<file path="config.mk">
export PLATFORM = sky130hd
export DESIGN_NAME = tha_trigger_averager
export DESIGN_NICKNAME = d
export VERILOG_FILES = /design/src/hw/tha_trigger_averager.v
export VERILOG_INCLUDE_DIRS = /design/src /design/src/hw
export SDC_FILE = /design/constraint.sdc
export NUM_CORES = 2
export LEC_CHECK = 0
export BUFFER_PORTS_ARGS = -buffer_cell sky130_fd_sc_hd__buf_2
export CAP_MARGIN = 15
export CORE_MARGIN = 1.5
export CORE_UTILIZATION = 48
export CTS_CLUSTER_SIZE = 40
export DETAILED_ROUTE_END_ITERATION = 8
export RECOVER_POWER = 100
export SYNTH_ARGS = -nofsm -noshare
export SYNTH_HDL_FRONTEND = slang
export SYNTH_SLANG_ARGS = --single-unit
</file>
<file path="constraint.sdc">
create_clock -name clk_i -period 21.2 [get_ports clk_i]
set_clock_uncertainty 0.1 [all_clocks]
set_input_delay 0 -clock clk_i [delete_from_list [all_inputs] [get_ports clk_i]]
set_output_delay 0 -clock clk_i [all_outputs]
set_load 0.1 [all_outputs]
</file>
<file path="src/hw/tha_defines.vh">
// What this block does
// rising slope: trigger when source crosses level upward
// falling slope: trigger when source crosses level downward
// holdoff held in 0.01 us units; coarse 1 us steps accepted too
// normal holdoff: timer starts at each trigger, later edges ignored meanwhile
// holdoff expiry re-arms; next valid edge starts a new sweep
// gap holdoff: arm only after source inactive for the full holdoff time
// once armed after a gap, next edge of chosen slope triggers
// host sets normal holdoff slightly below burst repetition interval
// per-source skew trim added to programmed trigger delay
// dB offset shifts trigger level and its range upward
// trace average is first-order exponential filter, time constant smoothing count
// smoothing count is power of two, 1 to 16384; 1 means none
// at 200 ns/div and faster, sweep count multiplied by interleave ratio; tc_sh ignores il_log, so the count is not multiplied
// per pixel: average of samples, min/max over same sample block
// window filter is equal-weight sliding average over integration time; code averages NWIN samples if modulated and win_sh > 0, whatever filt_span_o says
// filter mode: manual, none (1 ms minimum), or automatic by input level
// window filter acts only on modulated mode, pulse trace untouched
// tracking peak hold decays min/max toward average with averaging constant
// manual peak hold decays with release setting, power of two 1 to 16384; release_log2_i is not clamped, so 32768 is accepted too
// hold forever keeps min/max and never decays them
// marker min/max always follow peak hold, display or not
// free run sweeps without trigger; auto sweeps after timeout without edge
// holdoff and gap timers count clocks; gap timer restarts when source active
// after reset or settings change, first sweep initialises average, min, max
`ifndef THA_DEFINES_VH
`define THA_DEFINES_VH
`define THA_CLK_MHZ 200
// holdoff units: 0.01 us = 2 clocks at 200 MHz
`define THA_HO_UNIT_CLK 2
`define THA_HO_COARSE 100
`define THA_HO_W 24
`define THA_TRIG_NORMAL 2'h0
`define THA_TRIG_AUTO 2'h1
`define THA_TRIG_FREE 2'h2
`define THA_SRC_RF 2'h0
`define THA_SRC_EXT 2'h1
`define THA_SRC_SLAVE 2'h2
`define THA_PH_TRACK 2'h0
`define THA_PH_MANUAL 2'h1
`define THA_PH_FOREVER 2'h2
`define THA_FM_MANUAL 2'h0
`define THA_FM_NONE 2'h1
`define THA_FM_AUTO 2'h2
`define THA_MAX_LOG2 4'he
// 1 ms at 200 MHz
`define THA_FILT_MIN_CLK 32'h0003_0D40
`define THA_AUTO_HI_LVL 16'h4000
`endif

</file>
<file path="src/hw/tha_trigger_averager.v">
`timescale 1ns/1ps
`include "tha_defines.vh"
module tha_trigger_averager #(
	parameter W = 16,
	parameter PIX_W = 6,
	parameter WIN_LOG2 = 4,
	parameter AUTO_TIMEOUT = 32'h0098_9680,
	parameter DLY_W = 24
)(
	// clock and reset
	input wire clk_i,
	input wire resetn_i,
	// sampled envelope and trigger inputs
	input wire [W-1:0] env_i,
	input wire ext_trig_i,
	input wire slave_trig_i,
	// trigger settings
	input wire [1:0] trig_mode_i,
	input wire [1:0] trig_src_i,
	input wire slope_fall_i,
	input wire signed [W-1:0] trig_level_i,
	input wire signed [W-1:0] db_offset_i,
	input wire gap_mode_i,
	input wire [`THA_HO_W-1:0] holdoff_fine_i,
	input wire [7:0] holdoff_coarse_i,
	input wire [DLY_W-1:0] trig_delay_i,
	input wire [DLY_W-1:0] skew_rf_i,
	input wire [DLY_W-1:0] skew_ext_i,
	input wire [DLY_W-1:0] skew_slave_i,
	// averaging and peak hold settings
	input wire [3:0] avg_log2_i,
	input wire [3:0] release_log2_i,
	input wire [1:0] peak_mode_i,
	input wire [3:0] interleave_log2_i,
	input wire fast_timebase_i,
	input wire settings_chg_i,
	// modulation filter settings
	input wire modulated_i,
	input wire [1:0] filt_mode_i,
	input wire [WIN_LOG2-1:0] filt_log2_i,
	// trigger and sweep outputs
	output reg sweep_start_o,
	output reg [DLY_W:0] eff_delay_o,
	output reg armed_o,
	output reg signed [W:0] level_adj_o,
	output reg signed [W:0] level_max_o,
	// trace outputs
	output reg pix_valid_o,
	output reg [PIX_W-1:0] pix_idx_o,
	output reg [W-1:0] avg_o,
	output reg [W-1:0] min_o,
	output reg [W-1:0] max_o,
	output reg [W-1:0] marker_min_o,
	output reg [W-1:0] marker_max_o,
	output reg [W-1:0] filt_o,
	output reg [31:0] filt_span_o
);
	localparam NPIX = 1 << PIX_W;
	localparam NWIN = 1 << WIN_LOG2;
	localparam signed [W:0] LVL_TOP = 17'sh0_7FFF;
	// ---------------------------------------------------------
	// input synchronisers
	// ---------------------------------------------------------
	reg ext_s1_r, ext_s2_r, slv_s1_r, slv_s2_r;
	always @(posedge clk_i or negedge resetn_i)
	begin
		if (!resetn_i)
		begin
			ext_s1_r <= 1'b0;
			ext_s2_r <= 1'b0;
			slv_s1_r <= 1'b0;
			slv_s2_r <= 1'b0;
		end
		else
		begin
			ext_s1_r <= ext_trig_i;
			ext_s2_r <= ext_s1_r;
			slv_s1_r <= slave_trig_i;
			slv_s2_r <= slv_s1_r;
		end
	end
	// ---------------------------------------------------------
	// trigger qualification
	// ---------------------------------------------------------
	wire signed [W:0] lvl_adj = {trig_level_i[W-1], trig_level_i} + {db_offset_i[W-1], db_offset_i};
	wire signed [W:0] env_s = {1'b0, env_i};
	reg above;
	always @*
	begin
		case (trig_src_i)
			`THA_SRC_EXT: above = ext_s2_r;
			`THA_SRC_SLAVE: above = slv_s2_r;
			default: above = (env_s > lvl_adj);
		endcase
	end
	reg above_r;
	wire active = slope_fall_i ? ~above : above;
	wire edge_rise = above & ~above_r;
	wire edge_fall = ~above & above_r;
	wire edge_ok = slope_fall_i ? edge_fall : edge_rise;
	// holdoff length in clocks: fine 0.01 us units plus coarse 1 us steps
	wire [31:0] ho_units = {8'h00, holdoff_fine_i} + holdoff_coarse_i * `THA_HO_COARSE;
	wire [31:0] ho_clks = ho_units * `THA_HO_UNIT_CLK;
	reg [31:0] ho_cnt_r;
	reg [31:0] auto_cnt_r;
	reg armed_r;
	reg sweep_busy_r;
	wire trig = edge_ok & armed_r;
	wire auto_fire = (trig_mode_i == `THA_TRIG_AUTO) && (auto_cnt_r >= AUTO_TIMEOUT);
	wire start = (trig_mode_i == `THA_TRIG_FREE) ? ~sweep_busy_r : (trig | (auto_fire & ~sweep_busy_r));
	reg [DLY_W-1:0] skew;
	always @*
	begin
		case (trig_src_i)
			`THA_SRC_EXT: skew = skew_ext_i;
			`THA_SRC_SLAVE: skew = skew_slave_i;
			default: skew = skew_rf_i;
		endcase
	end
	always @(posedge clk_i or negedge resetn_i)
	begin
		if (!resetn_i)
		begin
			above_r <= 1'b0;
			ho_cnt_r <= 32'h0000_0000;
			auto_cnt_r <= 32'h0000_0000;
			armed_r <= 1'b0;
			eff_delay_o <= {(DLY_W+1){1'b0}};
			level_adj_o <= {(W+1){1'b0}};
			level_max_o <= {(W+1){1'b0}};
			armed_o <= 1'b0;
		end
		else
		begin
			above_r <= above;
			eff_delay_o <= {1'b0, trig_delay_i} + {1'b0, skew};
			level_adj_o <= lvl_adj;
			level_max_o <= LVL_TOP + {db_offset_i[W-1], db_offset_i};
			auto_cnt_r <= (edge_ok | auto_fire) ? 32'h0000_0000 : auto_cnt_r + 32'h0000_0001;
			if (gap_mode_i)
			begin
				if (active)
					ho_cnt_r <= 32'h0000_0000;
				else if (ho_cnt_r < ho_clks)
					ho_cnt_r <= ho_cnt_r + 32'h0000_0001;
				if (trig)
					armed_r <= 1'b0;
				else if (!active && ho_cnt_r >= ho_clks)
					armed_r <= 1'b1;
			end
			else
			begin
				if (trig)
				begin
					armed_r <= (ho_clks == 32'h0000_0000);
					ho_cnt_r <= 32'h0000_0001;
				end
				else if (!armed_r)
				begin
					if (ho_cnt_r >= ho_clks)
						armed_r <= 1'b1;
					else
						ho_cnt_r <= ho_cnt_r + 32'h0000_0001;
				end
			end
			armed_o <= armed_r;
		end
	end
	// ---------------------------------------------------------
	// sweep capture and averaging
	// ---------------------------------------------------------
	reg [W-1:0] avg_mem [0:NPIX-1];
	reg [W-1:0] min_mem [0:NPIX-1];
	reg [W-1:0] max_mem [0:NPIX-1];
	reg [PIX_W-1:0] pix_r;
	reg [3:0] il_phase_r;
	reg init_r;
	reg [15:0] rel_cnt_r;
	// interleaved sampling: one pixel in 2^k is updated per sweep
	wire [3:0] il_log = fast_timebase_i ? interleave_log2_i : 4'h0;
	wire [15:0] il_mask = (16'h0001 << il_log) - 16'h0001;
	wire pix_hit = (({10'h000, pix_r} & il_mask) == ({12'h000, il_phase_r} & il_mask));
	wire [3:0] avg_sh = (avg_log2_i > `THA_MAX_LOG2) ? `THA_MAX_LOG2 : avg_log2_i;
	// averaging constant is not stretched by interleave; tc_sh is avg_sh alone, whatever il_log is
	wire [4:0] tc_sh = {1'b0, avg_sh};
	wire signed [W+1:0] a_old = {2'b00, avg_mem[pix_r]};
	wire signed [W+1:0] a_new = {2'b00, env_i};
	wire signed [W+1:0] a_nxt = a_old + ((a_new - a_old) >>> tc_sh);
	wire [W-1:0] avg_nxt = a_nxt[W-1:0];
	wire [3:0] dec_sh = (peak_mode_i == `THA_PH_MANUAL) ? release_log2_i : avg_sh;
	wire [15:0] rel_len = 16'h0001 << release_log2_i;
	wire dec_en = (peak_mode_i == `THA_PH_TRACK) ||
		((peak_mode_i == `THA_PH_MANUAL) && (rel_cnt_r == 16'h0000));
	wire signed [W+1:0] mx_old = {2'b00, max_mem[pix_r]};
	wire signed [W+1:0] mn_old = {2'b00, min_mem[pix_r]};
	wire signed [W+1:0] mx_dec = mx_old - ((mx_old - a_nxt) >>> dec_sh);
	wire signed [W+1:0] mn_dec = mn_old + ((a_nxt - mn_old) >>> dec_sh);
	wire [W-1:0] mx_base = dec_en ? mx_dec[W-1:0] : max_mem[pix_r];
	wire [W-1:0] mn_base = dec_en ? mn_dec[W-1:0] : min_mem[pix_r];
	wire [W-1:0] max_nxt = (env_i > mx_base) ? env_i : mx_base;
	wire [W-1:0] min_nxt = (env_i < mn_base) ? env_i : mn_base;
	always @(posedge clk_i)
	begin
		if (sweep_busy_r && pix_hit)
		begin
			avg_mem[pix_r] <= init_r ? env_i : avg_nxt;
			max_mem[pix_r] <= init_r ? env_i : max_nxt;
			min_mem[pix_r] <= init_r ? env_i : min_nxt;
		end
	end
	always @(posedge clk_i or negedge resetn_i)
	begin
		if (!resetn_i)
		begin
			sweep_busy_r <= 1'b0;
			pix_r <= {PIX_W{1'b0}};
			il_phase_r <= 4'h0;
			init_r <= 1'b1;
			rel_cnt_r <= 16'h0000;
			sweep_start_o <= 1'b0;
			pix_valid_o <= 1'b0;
			pix_idx_o <= {PIX_W{1'b0}};
			avg_o <= {W{1'b0}};
			min_o <= {W{1'b0}};
			max_o <= {W{1'b0}};
			marker_min_o <= {W{1'b0}};
			marker_max_o <= {W{1'b0}};
		end
		else
		begin
			sweep_start_o <= start & ~sweep_busy_r;
			pix_valid_o <= sweep_busy_r & pix_hit;
			if (settings_chg_i)
				init_r <= 1'b1;
			if (start && !sweep_busy_r)
			begin
				sweep_busy_r <= 1'b1;
				pix_r <= {PIX_W{1'b0}};
			end
			else if (sweep_busy_r)
			begin
				pix_idx_o <= pix_r;
				if (pix_hit)
				begin
					avg_o <= init_r ? env_i : avg_nxt;
					max_o <= init_r ? env_i : max_nxt;
					min_o <= init_r ? env_i : min_nxt;
					marker_max_o <= init_r ? env_i : max_nxt;
					marker_min_o <= init_r ? env_i : min_nxt;
				end
				pix_r <= pix_r + {{(PIX_W-1){1'b0}}, 1'b1};
				if (pix_r == NPIX - 1)
				begin
					sweep_busy_r <= 1'b0;
					il_phase_r <= (({12'h000, il_phase_r} & il_mask) == il_mask) ? 4'h0 : il_phase_r + 4'h1;
					if ((({12'h000, il_phase_r} & il_mask) == il_mask) && !settings_chg_i)
						init_r <= 1'b0;
					rel_cnt_r <= (rel_cnt_r == 16'h0000) ? rel_len - 16'h0001 : rel_cnt_r - 16'h0001;
				end
			end
		end
	end
	// ---------------------------------------------------------
	// sliding window modulation filter
	// ---------------------------------------------------------
	// window length is a power of two so the mean is a shift; the span reports THA_FILT_MIN_CLK shifted left by win_sh
	reg [W-1:0] win_mem [0:NWIN-1];
	reg [WIN_LOG2-1:0] wp_r;
	reg [W+WIN_LOG2-1:0] acc_r;
	reg [WIN_LOG2-1:0] win_sh;
	always @*
	begin
		case (filt_mode_i)
			`THA_FM_NONE: win_sh = {WIN_LOG2{1'b0}};
			`THA_FM_AUTO: win_sh = (env_i > `THA_AUTO_HI_LVL) ? {WIN_LOG2{1'b0}} : {WIN_LOG2{1'b1}};
			default: win_sh = filt_log2_i;
		endcase
	end
	wire [W+WIN_LOG2-1:0] acc_nxt = acc_r + {{WIN_LOG2{1'b0}}, env_i} - {{WIN_LOG2{1'b0}}, win_mem[wp_r]};
	wire [W+WIN_LOG2-1:0] win_mean = acc_r >> WIN_LOG2;
	// cleared in reset so the running sum never picks up unknown entries
	integer k;
	always @(posedge clk_i or negedge resetn_i)
	begin
		if (!resetn_i)
		begin
			for (k = 0; k < NWIN; k = k + 1)
				win_mem[k] <= {W{1'b0}};
		end
		else
			win_mem[wp_r] <= env_i;
	end
	always @(posedge clk_i or negedge resetn_i)
	begin
		if (!resetn_i)
		begin
			wp_r <= {WIN_LOG2{1'b0}};
			acc_r <= {(W+WIN_LOG2){1'b0}};
			filt_o <= {W{1'b0}};
			filt_span_o <= 32'h0000_0000;
		end
		else
		begin
			wp_r <= wp_r + {{(WIN_LOG2-1){1'b0}}, 1'b1};
			acc_r <= acc_nxt;
			filt_span_o <= `THA_FILT_MIN_CLK << win_sh;
			if (!modulated_i)
				filt_o <= env_i;
			else if (win_sh == {WIN_LOG2{1'b0}})
				filt_o <= env_i;
			else
				filt_o <= win_mean[W-1:0];
		end
	end
endmodule

</file>
### After elaboration in Yosys (flattened, before gate mapping)

Memory sizes are Yosys's and may differ from the RTL's.
Cells that the tools add are included.

* memories kept: 3
* memory bits (writable): 3072
* output and inout bits: 196
* input bits: 209
* bits in registers: 542

* eq/ne operators: 14
* reductions and logical operators: 20
* bitwise logic cells: 15
* multiply operators: 1
* add/subtract/negate cells: 20
* mux-type cells: 52
* magnitude comparators: 10
* shift-type cells: 6

Memory list
* avg_mem: words 64, width 16, rd ports 1, clocked after Yosys merged registers in 0, write ports 1, line tha_trigger_averager.v:172 `reg [W-1:0] avg_mem [0:NPIX-1];`
* max_mem: words 64, width 16, rd ports 1, clocked after Yosys merged registers in 0, write ports 1, line tha_trigger_averager.v:174 `reg [W-1:0] max_mem [0:NPIX-1];`
* min_mem: words 64, width 16, rd ports 1, clocked after Yosys merged registers in 0, write ports 1, line tha_trigger_averager.v:173 `reg [W-1:0] min_mem [0:NPIX-1];`

Operator list (number)
* $bwmux W256: 1
* $mux W32: 7
* $mux W16: 13
* $add A32 B1 Y32 const B: 2
* $bmux W16 S4: 1
* $demux W16 S4: 1
* $pmux W24 S2: 1
* $sub A16 B1 Y16 const B: 3
* $sshr A18 B4 Y16: 2
* $eq A16 B16 Y1: 2
* $ge A32 B24 Y1 const B: 1
* $ge A32 B26 Y1: 1
* $logic_not A32 Y1: 1
* $lt A32 B26 Y1: 1
* $shl A1 B4 Y16 const A: 2
* $shl A18 B4 Y32 const A: 1
* $add A24 B15 Y25: 1
* $add A24 B24 Y25: 1
* $add A20 B16 Y20: 1
* $mux W4: 5
* $sub A20 B16 Y20: 1
* $mux W1: 19
* $add A17 B18 Y18: 1
* $sshr A17 B4 Y18: 1
* other kinds (41): 68

### Depth between registers and ports, before layout

* depth after elaboration: 12
* depth in mapped cells: 81

### Least setup slack after synthesis

Ideal clock, no wire load.

* path kind: register to register
* from: reg pix_r[0]
* to: mem min_mem[0][11], data pin
* arrival time: 15.841 ns
* setup time: 0.569 ns
* cell stages (with the launch flop): 72
* setup slack: 4.690 ns
* path through: dfrtp_1 > buf_2 > buf_6 > buf_6 > buf_4 > buf_4 > nor3_2 > buf_6 > buf_2 > buf_2 > buf_2 > buf_2 > buf_2 > a221oi_1 > nand3_1 > a22o_1 > nor4_1 > ha_1 > [... 36 more ...] > nor2b_1 > o21ai_0 > a21boi_0 > o21ai_0 > a21boi_0 > o21ai_0 > a21oi_1 > o311ai_0 > a21oi_1 > or3b_2 > ha_1 > nand4_1 > a2111oi_0 > o21ai_0 > a21oi_1 > buf_4 > buf_4 > mux2i_1

* word-level cells in the longest chain between the ends: 11

Ends and longest elaborated chain
* from (decl): line tha_trigger_averager.v:175 `reg [PIX_W-1:0] pix_r;`
* from (signal assigned): line tha_trigger_averager.v:216 `pix_r <= {PIX_W{1'b0}};`
* from (signal assigned): line tha_trigger_averager.v:238 `pix_r <= {PIX_W{1'b0}};`
* from (signal assigned): line tha_trigger_averager.v:251 `pix_r <= pix_r + {{(PIX_W-1){1'b0}}, 1'b1};`
* $mem_v2 Z64 W16
* $sub A16 B16 Y17: line tha_trigger_averager.v:188 `wire signed [W+1:0] a_nxt = a_old + ((a_new - a_old) >>> tc_sh);`
* $sshr A17 B4 Y18: line tha_trigger_averager.v:188
* $add A17 B18 Y18: line tha_trigger_averager.v:188
* $sub A18 B17 Y18: line tha_trigger_averager.v:197 `wire signed [W+1:0] mn_dec = mn_old + ((a_nxt - mn_old) >>> dec_sh);`
* $sshr A18 B4 Y16: line tha_trigger_averager.v:197
* $add A16 B16 Y16: line tha_trigger_averager.v:197
* $mux W16 (*): line tha_trigger_averager.v:199 `wire [W-1:0] mn_base = dec_en ? mn_dec[W-1:0] : min_mem[pix_r];`
* $lt A16 B16 Y1: line tha_trigger_averager.v:201 `wire [W-1:0] min_nxt = (env_i < mn_base) ? env_i : mn_base;`
* $mux W16 (*): line tha_trigger_averager.v:201
* $mux W16 (*): line tha_trigger_averager.v:208 `min_mem[pix_r] <= init_r ? env_i : min_nxt;`
* to (decl): line tha_trigger_averager.v:173

Every way passes the cells marked *; elsewhere a longest branch is shown, timed or not.

### Worst setup path in the final report

* from: reg pix_r[2]
* to: mem max_mem[44][8], data pin

* word-level cells in the longest chain between the ends: 11

Ends and longest elaborated chain
* $mem_v2 Z64 W16
* $sub A16 B16 Y17: line tha_trigger_averager.v:188
* $sshr A17 B4 Y18: line tha_trigger_averager.v:188
* $add A17 B18 Y18: line tha_trigger_averager.v:188
* $sub A17 B18 Y18: line tha_trigger_averager.v:196 `wire signed [W+1:0] mx_dec = mx_old - ((mx_old - a_nxt) >>> dec_sh);`
* $sshr A18 B4 Y16: line tha_trigger_averager.v:196
* $sub A16 B16 Y16: line tha_trigger_averager.v:196
* $mux W16 (*): line tha_trigger_averager.v:198 `wire [W-1:0] mx_base = dec_en ? mx_dec[W-1:0] : max_mem[pix_r];`
* $gt A16 B16 Y1: line tha_trigger_averager.v:200 `wire [W-1:0] max_nxt = (env_i > mx_base) ? env_i : mx_base;`
* $mux W16 (*): line tha_trigger_averager.v:200
* $mux W16 (*): line tha_trigger_averager.v:207 `max_mem[pix_r] <= init_r ? env_i : max_nxt;`
* to (decl): line tha_trigger_averager.v:174

Marks and branches as above.

==> flow_summary.yaml <==
floorplanning:
  boundaryPins: 405
  dieHeight_um: 558
  start_util_pct: 48.3
  die_area_um2: 312000
  fp.dieW_um: 558
  num_rows: 203
  core_um2: 306000
yosys:
  netlist.area_leader.share_pct: 62.3
  synth-edff-count: 3072
  yosys.area.top_type: "edfxtp_1"
  syn_avg_cell_area_um2: 15.2
  yosysWarnings: 0
  yosysSeqAreaShare_pct: 71.4
  ys_seq_elements: 3608
  synth_flop_cell: "edfxtp_1"
  synth.distinct_cells: 97
  async_flop_share_pct: 14.9
  synth_area_um2: 148000
  synth.area.top_cells: "edfxtp_1 (62%), dfrtp_1 (9.0%), a22oi_1 (5.3%)"
  synthCells: 9754
placement:
  place_hpwl_um: 305000
  port_buffers: 398
  finalWeightedCongestion: 0.900
setup_path:
  critPathMaxStageDelay_ns: 0.96
  path_class: "reg -> reg"
  required_ns: 21.71
  worst_path_most_repeated_cell: "o21ai_0"
  end_kind: "register"
  critPathArrivalTime_ns: 19.86
  worstPathMaxFanout: 56
  crit_path_top_delay_cell: "nor4_2"
  critPathTopFamily: "compound AO/OA/AOI/OAI gates"
  start_kind: "register"
  critPathBufInv: 3
clock_network:
  cts_buffer_depth: 4
  clockRootBuffer: "clkbuf_16"
  post-cts-setup-buffers: 0
  cts.sinks: 3608
  htreeDepth: 5
  cts_tree: "yes"
  cts-resized-gates: 0
  cts_buffers: 369
  clk-insertion-delay-late_ns: 1.02
  cts_hold_buf: 273
  clkTransAtPathRegs_ns: 0.06
timing:
  final_hold_viol_count: 0
  rsz0062_at_grt: "false"
  tns_ns: 0
  setup_violations: 0
  drv_slew: 5438
  slew_headroom_pct: -576
  post-route-period-util_pct: 91.3
  fin_crit_ns: 19.35
  tightest_slew_ns: 10.14
  max_freq_ghz: 0.0517
detailed_routing:
  route.detailed.drc: 0
  vias: 98300
  drt.antenna.violating_nets: 0
  post_drt_via_cell_ratio: 6.58
  drtIter0Drc: 13700
  drt_pre_antenna_iters: 6
  wire_per_inst_um: 35.8
  routed_wl_um: 534000
global_routing:
  antenna_found_initial: 39
  grt_pass1_wl_um: 735000
  grt_max_degree: 192
  grt_overflow: 0
  track_usage_pct: 33.8
  grt_pass1_vias: 94600
cells_and_area:
  mostFrequentLayoutCells: "edfxtp_1 (3072), a22oi_1 (1047), dfrtp_1 (532), nand2_1 (499), clkbuf_1 (445)"
  drive_gt1_share_pct: 12.1
  layout_commonest_cell: "edfxtp_1"
  ff_latch_area_um2: 106000
  fillCellCount: 24500
  multi_input_area_um2: 39700
  syn_to_final_growth_pct: 15.0
  finalNetCount: 11000
worst_hold_path:
  hold_path.class: "in -> reg"
status:
  violations: "capacitance limit, slew limit"
  status: "finished with violations"
flow_run:
  drv_cap: 178
cells in the mapped netlist, types with 57 or more instances:
cell type / n
a221oi_1: 235
xnor2_1: 139
and3_1: 59
o21ai_0: 383
mux2_2: 138
nand3_1: 198
mux4_2: 103
nand2_1: 499
a31oi_1: 175
a21oi_1: 288
nor2_1: 315
a22o_1: 298
ha_1: 292
nor3_1: 65
mux2i_1: 124
buf_2: 66
nor4_1: 60
clkbuf_1: 388
a21o_1: 57
dfrtp_1: 535
a22oi_1: 1047
xor2_1: 67
edfxtp_1: 3072
inv_1: 282
nand4_1: 145
buf_1: 119
final cells by class:
cell class                 count  share of cell area (%)
clock buffer                 479                    5.79
sequential                  3608                    62.1
antenna                       13                  0.0191
clock inverter               200                    1.32
tap                         4100                    3.01
multi-input combinational   5247                    23.3
inverter                     284                   0.627
timing repair buffer        1009                    3.86
tightest hold or removal path, cell delays in order:
cell and delay (ns):
dlygate4sd3_1 0.53, buf_2 0.13, ha_1 0.20, xnor2_1 0.13
stage by stage:
step | hold WS (ns) | worst slack [ns] | instances | utilization, % | area, um2
final | 0.0376 | 1.85 | 14900 | 55.6 | 170000
after CTS | 0.000510 | 2.61 | 14900 | 56.0 | 171000
after global placement | 0.0158 | 2.59 | 14000 | 51.1 | 157000
after floorplan | -0.396 | 4.69 | 9759 | - | 148000
after global routing | 0.0414 | 0.708 | 14900 | 55.6 | 170000
after detailed placement | 0.0157 | 2.64 | 14000 | 51.1 | 157000
state kept, by name (all words and copies together), names as in the netlist, 25 cells and up:
name and count:
win_mem 256, eff_delay_o 25, auto_cnt_r 32, avg_mem 1024, max_mem 1024, min_mem 1024
filt_span_o 26, ho_cnt_r 32
path summary, 6_finish.rpt:
path | cells past startpoint | startpoint | to | slack (ns)
min in group asynchronous | 4 | resetn_i | filt_span_o[6] | 1.36
worst max register to register | 60 | pix_r[2] | max_mem[44][8] | 1.85
worst max-delay path | 60 | pix_r[2] | max_mem[44][8] | 1.85
max in group asynchronous | 5 | resetn_i | wp_r[1] | 8.23
worst min register to register | 0 | slv_s1_r | slv_s2_r | 0.25
worst min-delay path | 4 | db_offset_i[7] | level_adj_o[7] | 0.04
metal layers:
layer | global-route usage [%] | vias to the layer above | part of all wire (%)
met5 | 0 | - | 0.023
met4 | 15.5 | 18 | 5.4
met3 | 8.30 | 1301 | 12
met2 | 54.0 | 6416 | 46
met1 | 43.6 | 50100 | 36
li1 | - | 40500 | -
cell families (layout without fill, tap and decap cells):
logic type,after synthesis,after routing,share of synthesized area (%)
flops,3608,3608,71.4
compound gates,2793,2793,13.5
simple gates,1552,1552,5.09
buf+inv,904,1972,2.48
mux,369,369,3.51
fa+ha+maj,321,321,2.85
xor+xnor,206,206,1.22
other cells,1,19,0.00253
Power is not shown: default switching activity piles up to over one toggle a cycle in this logic, so the estimate is an artifact.
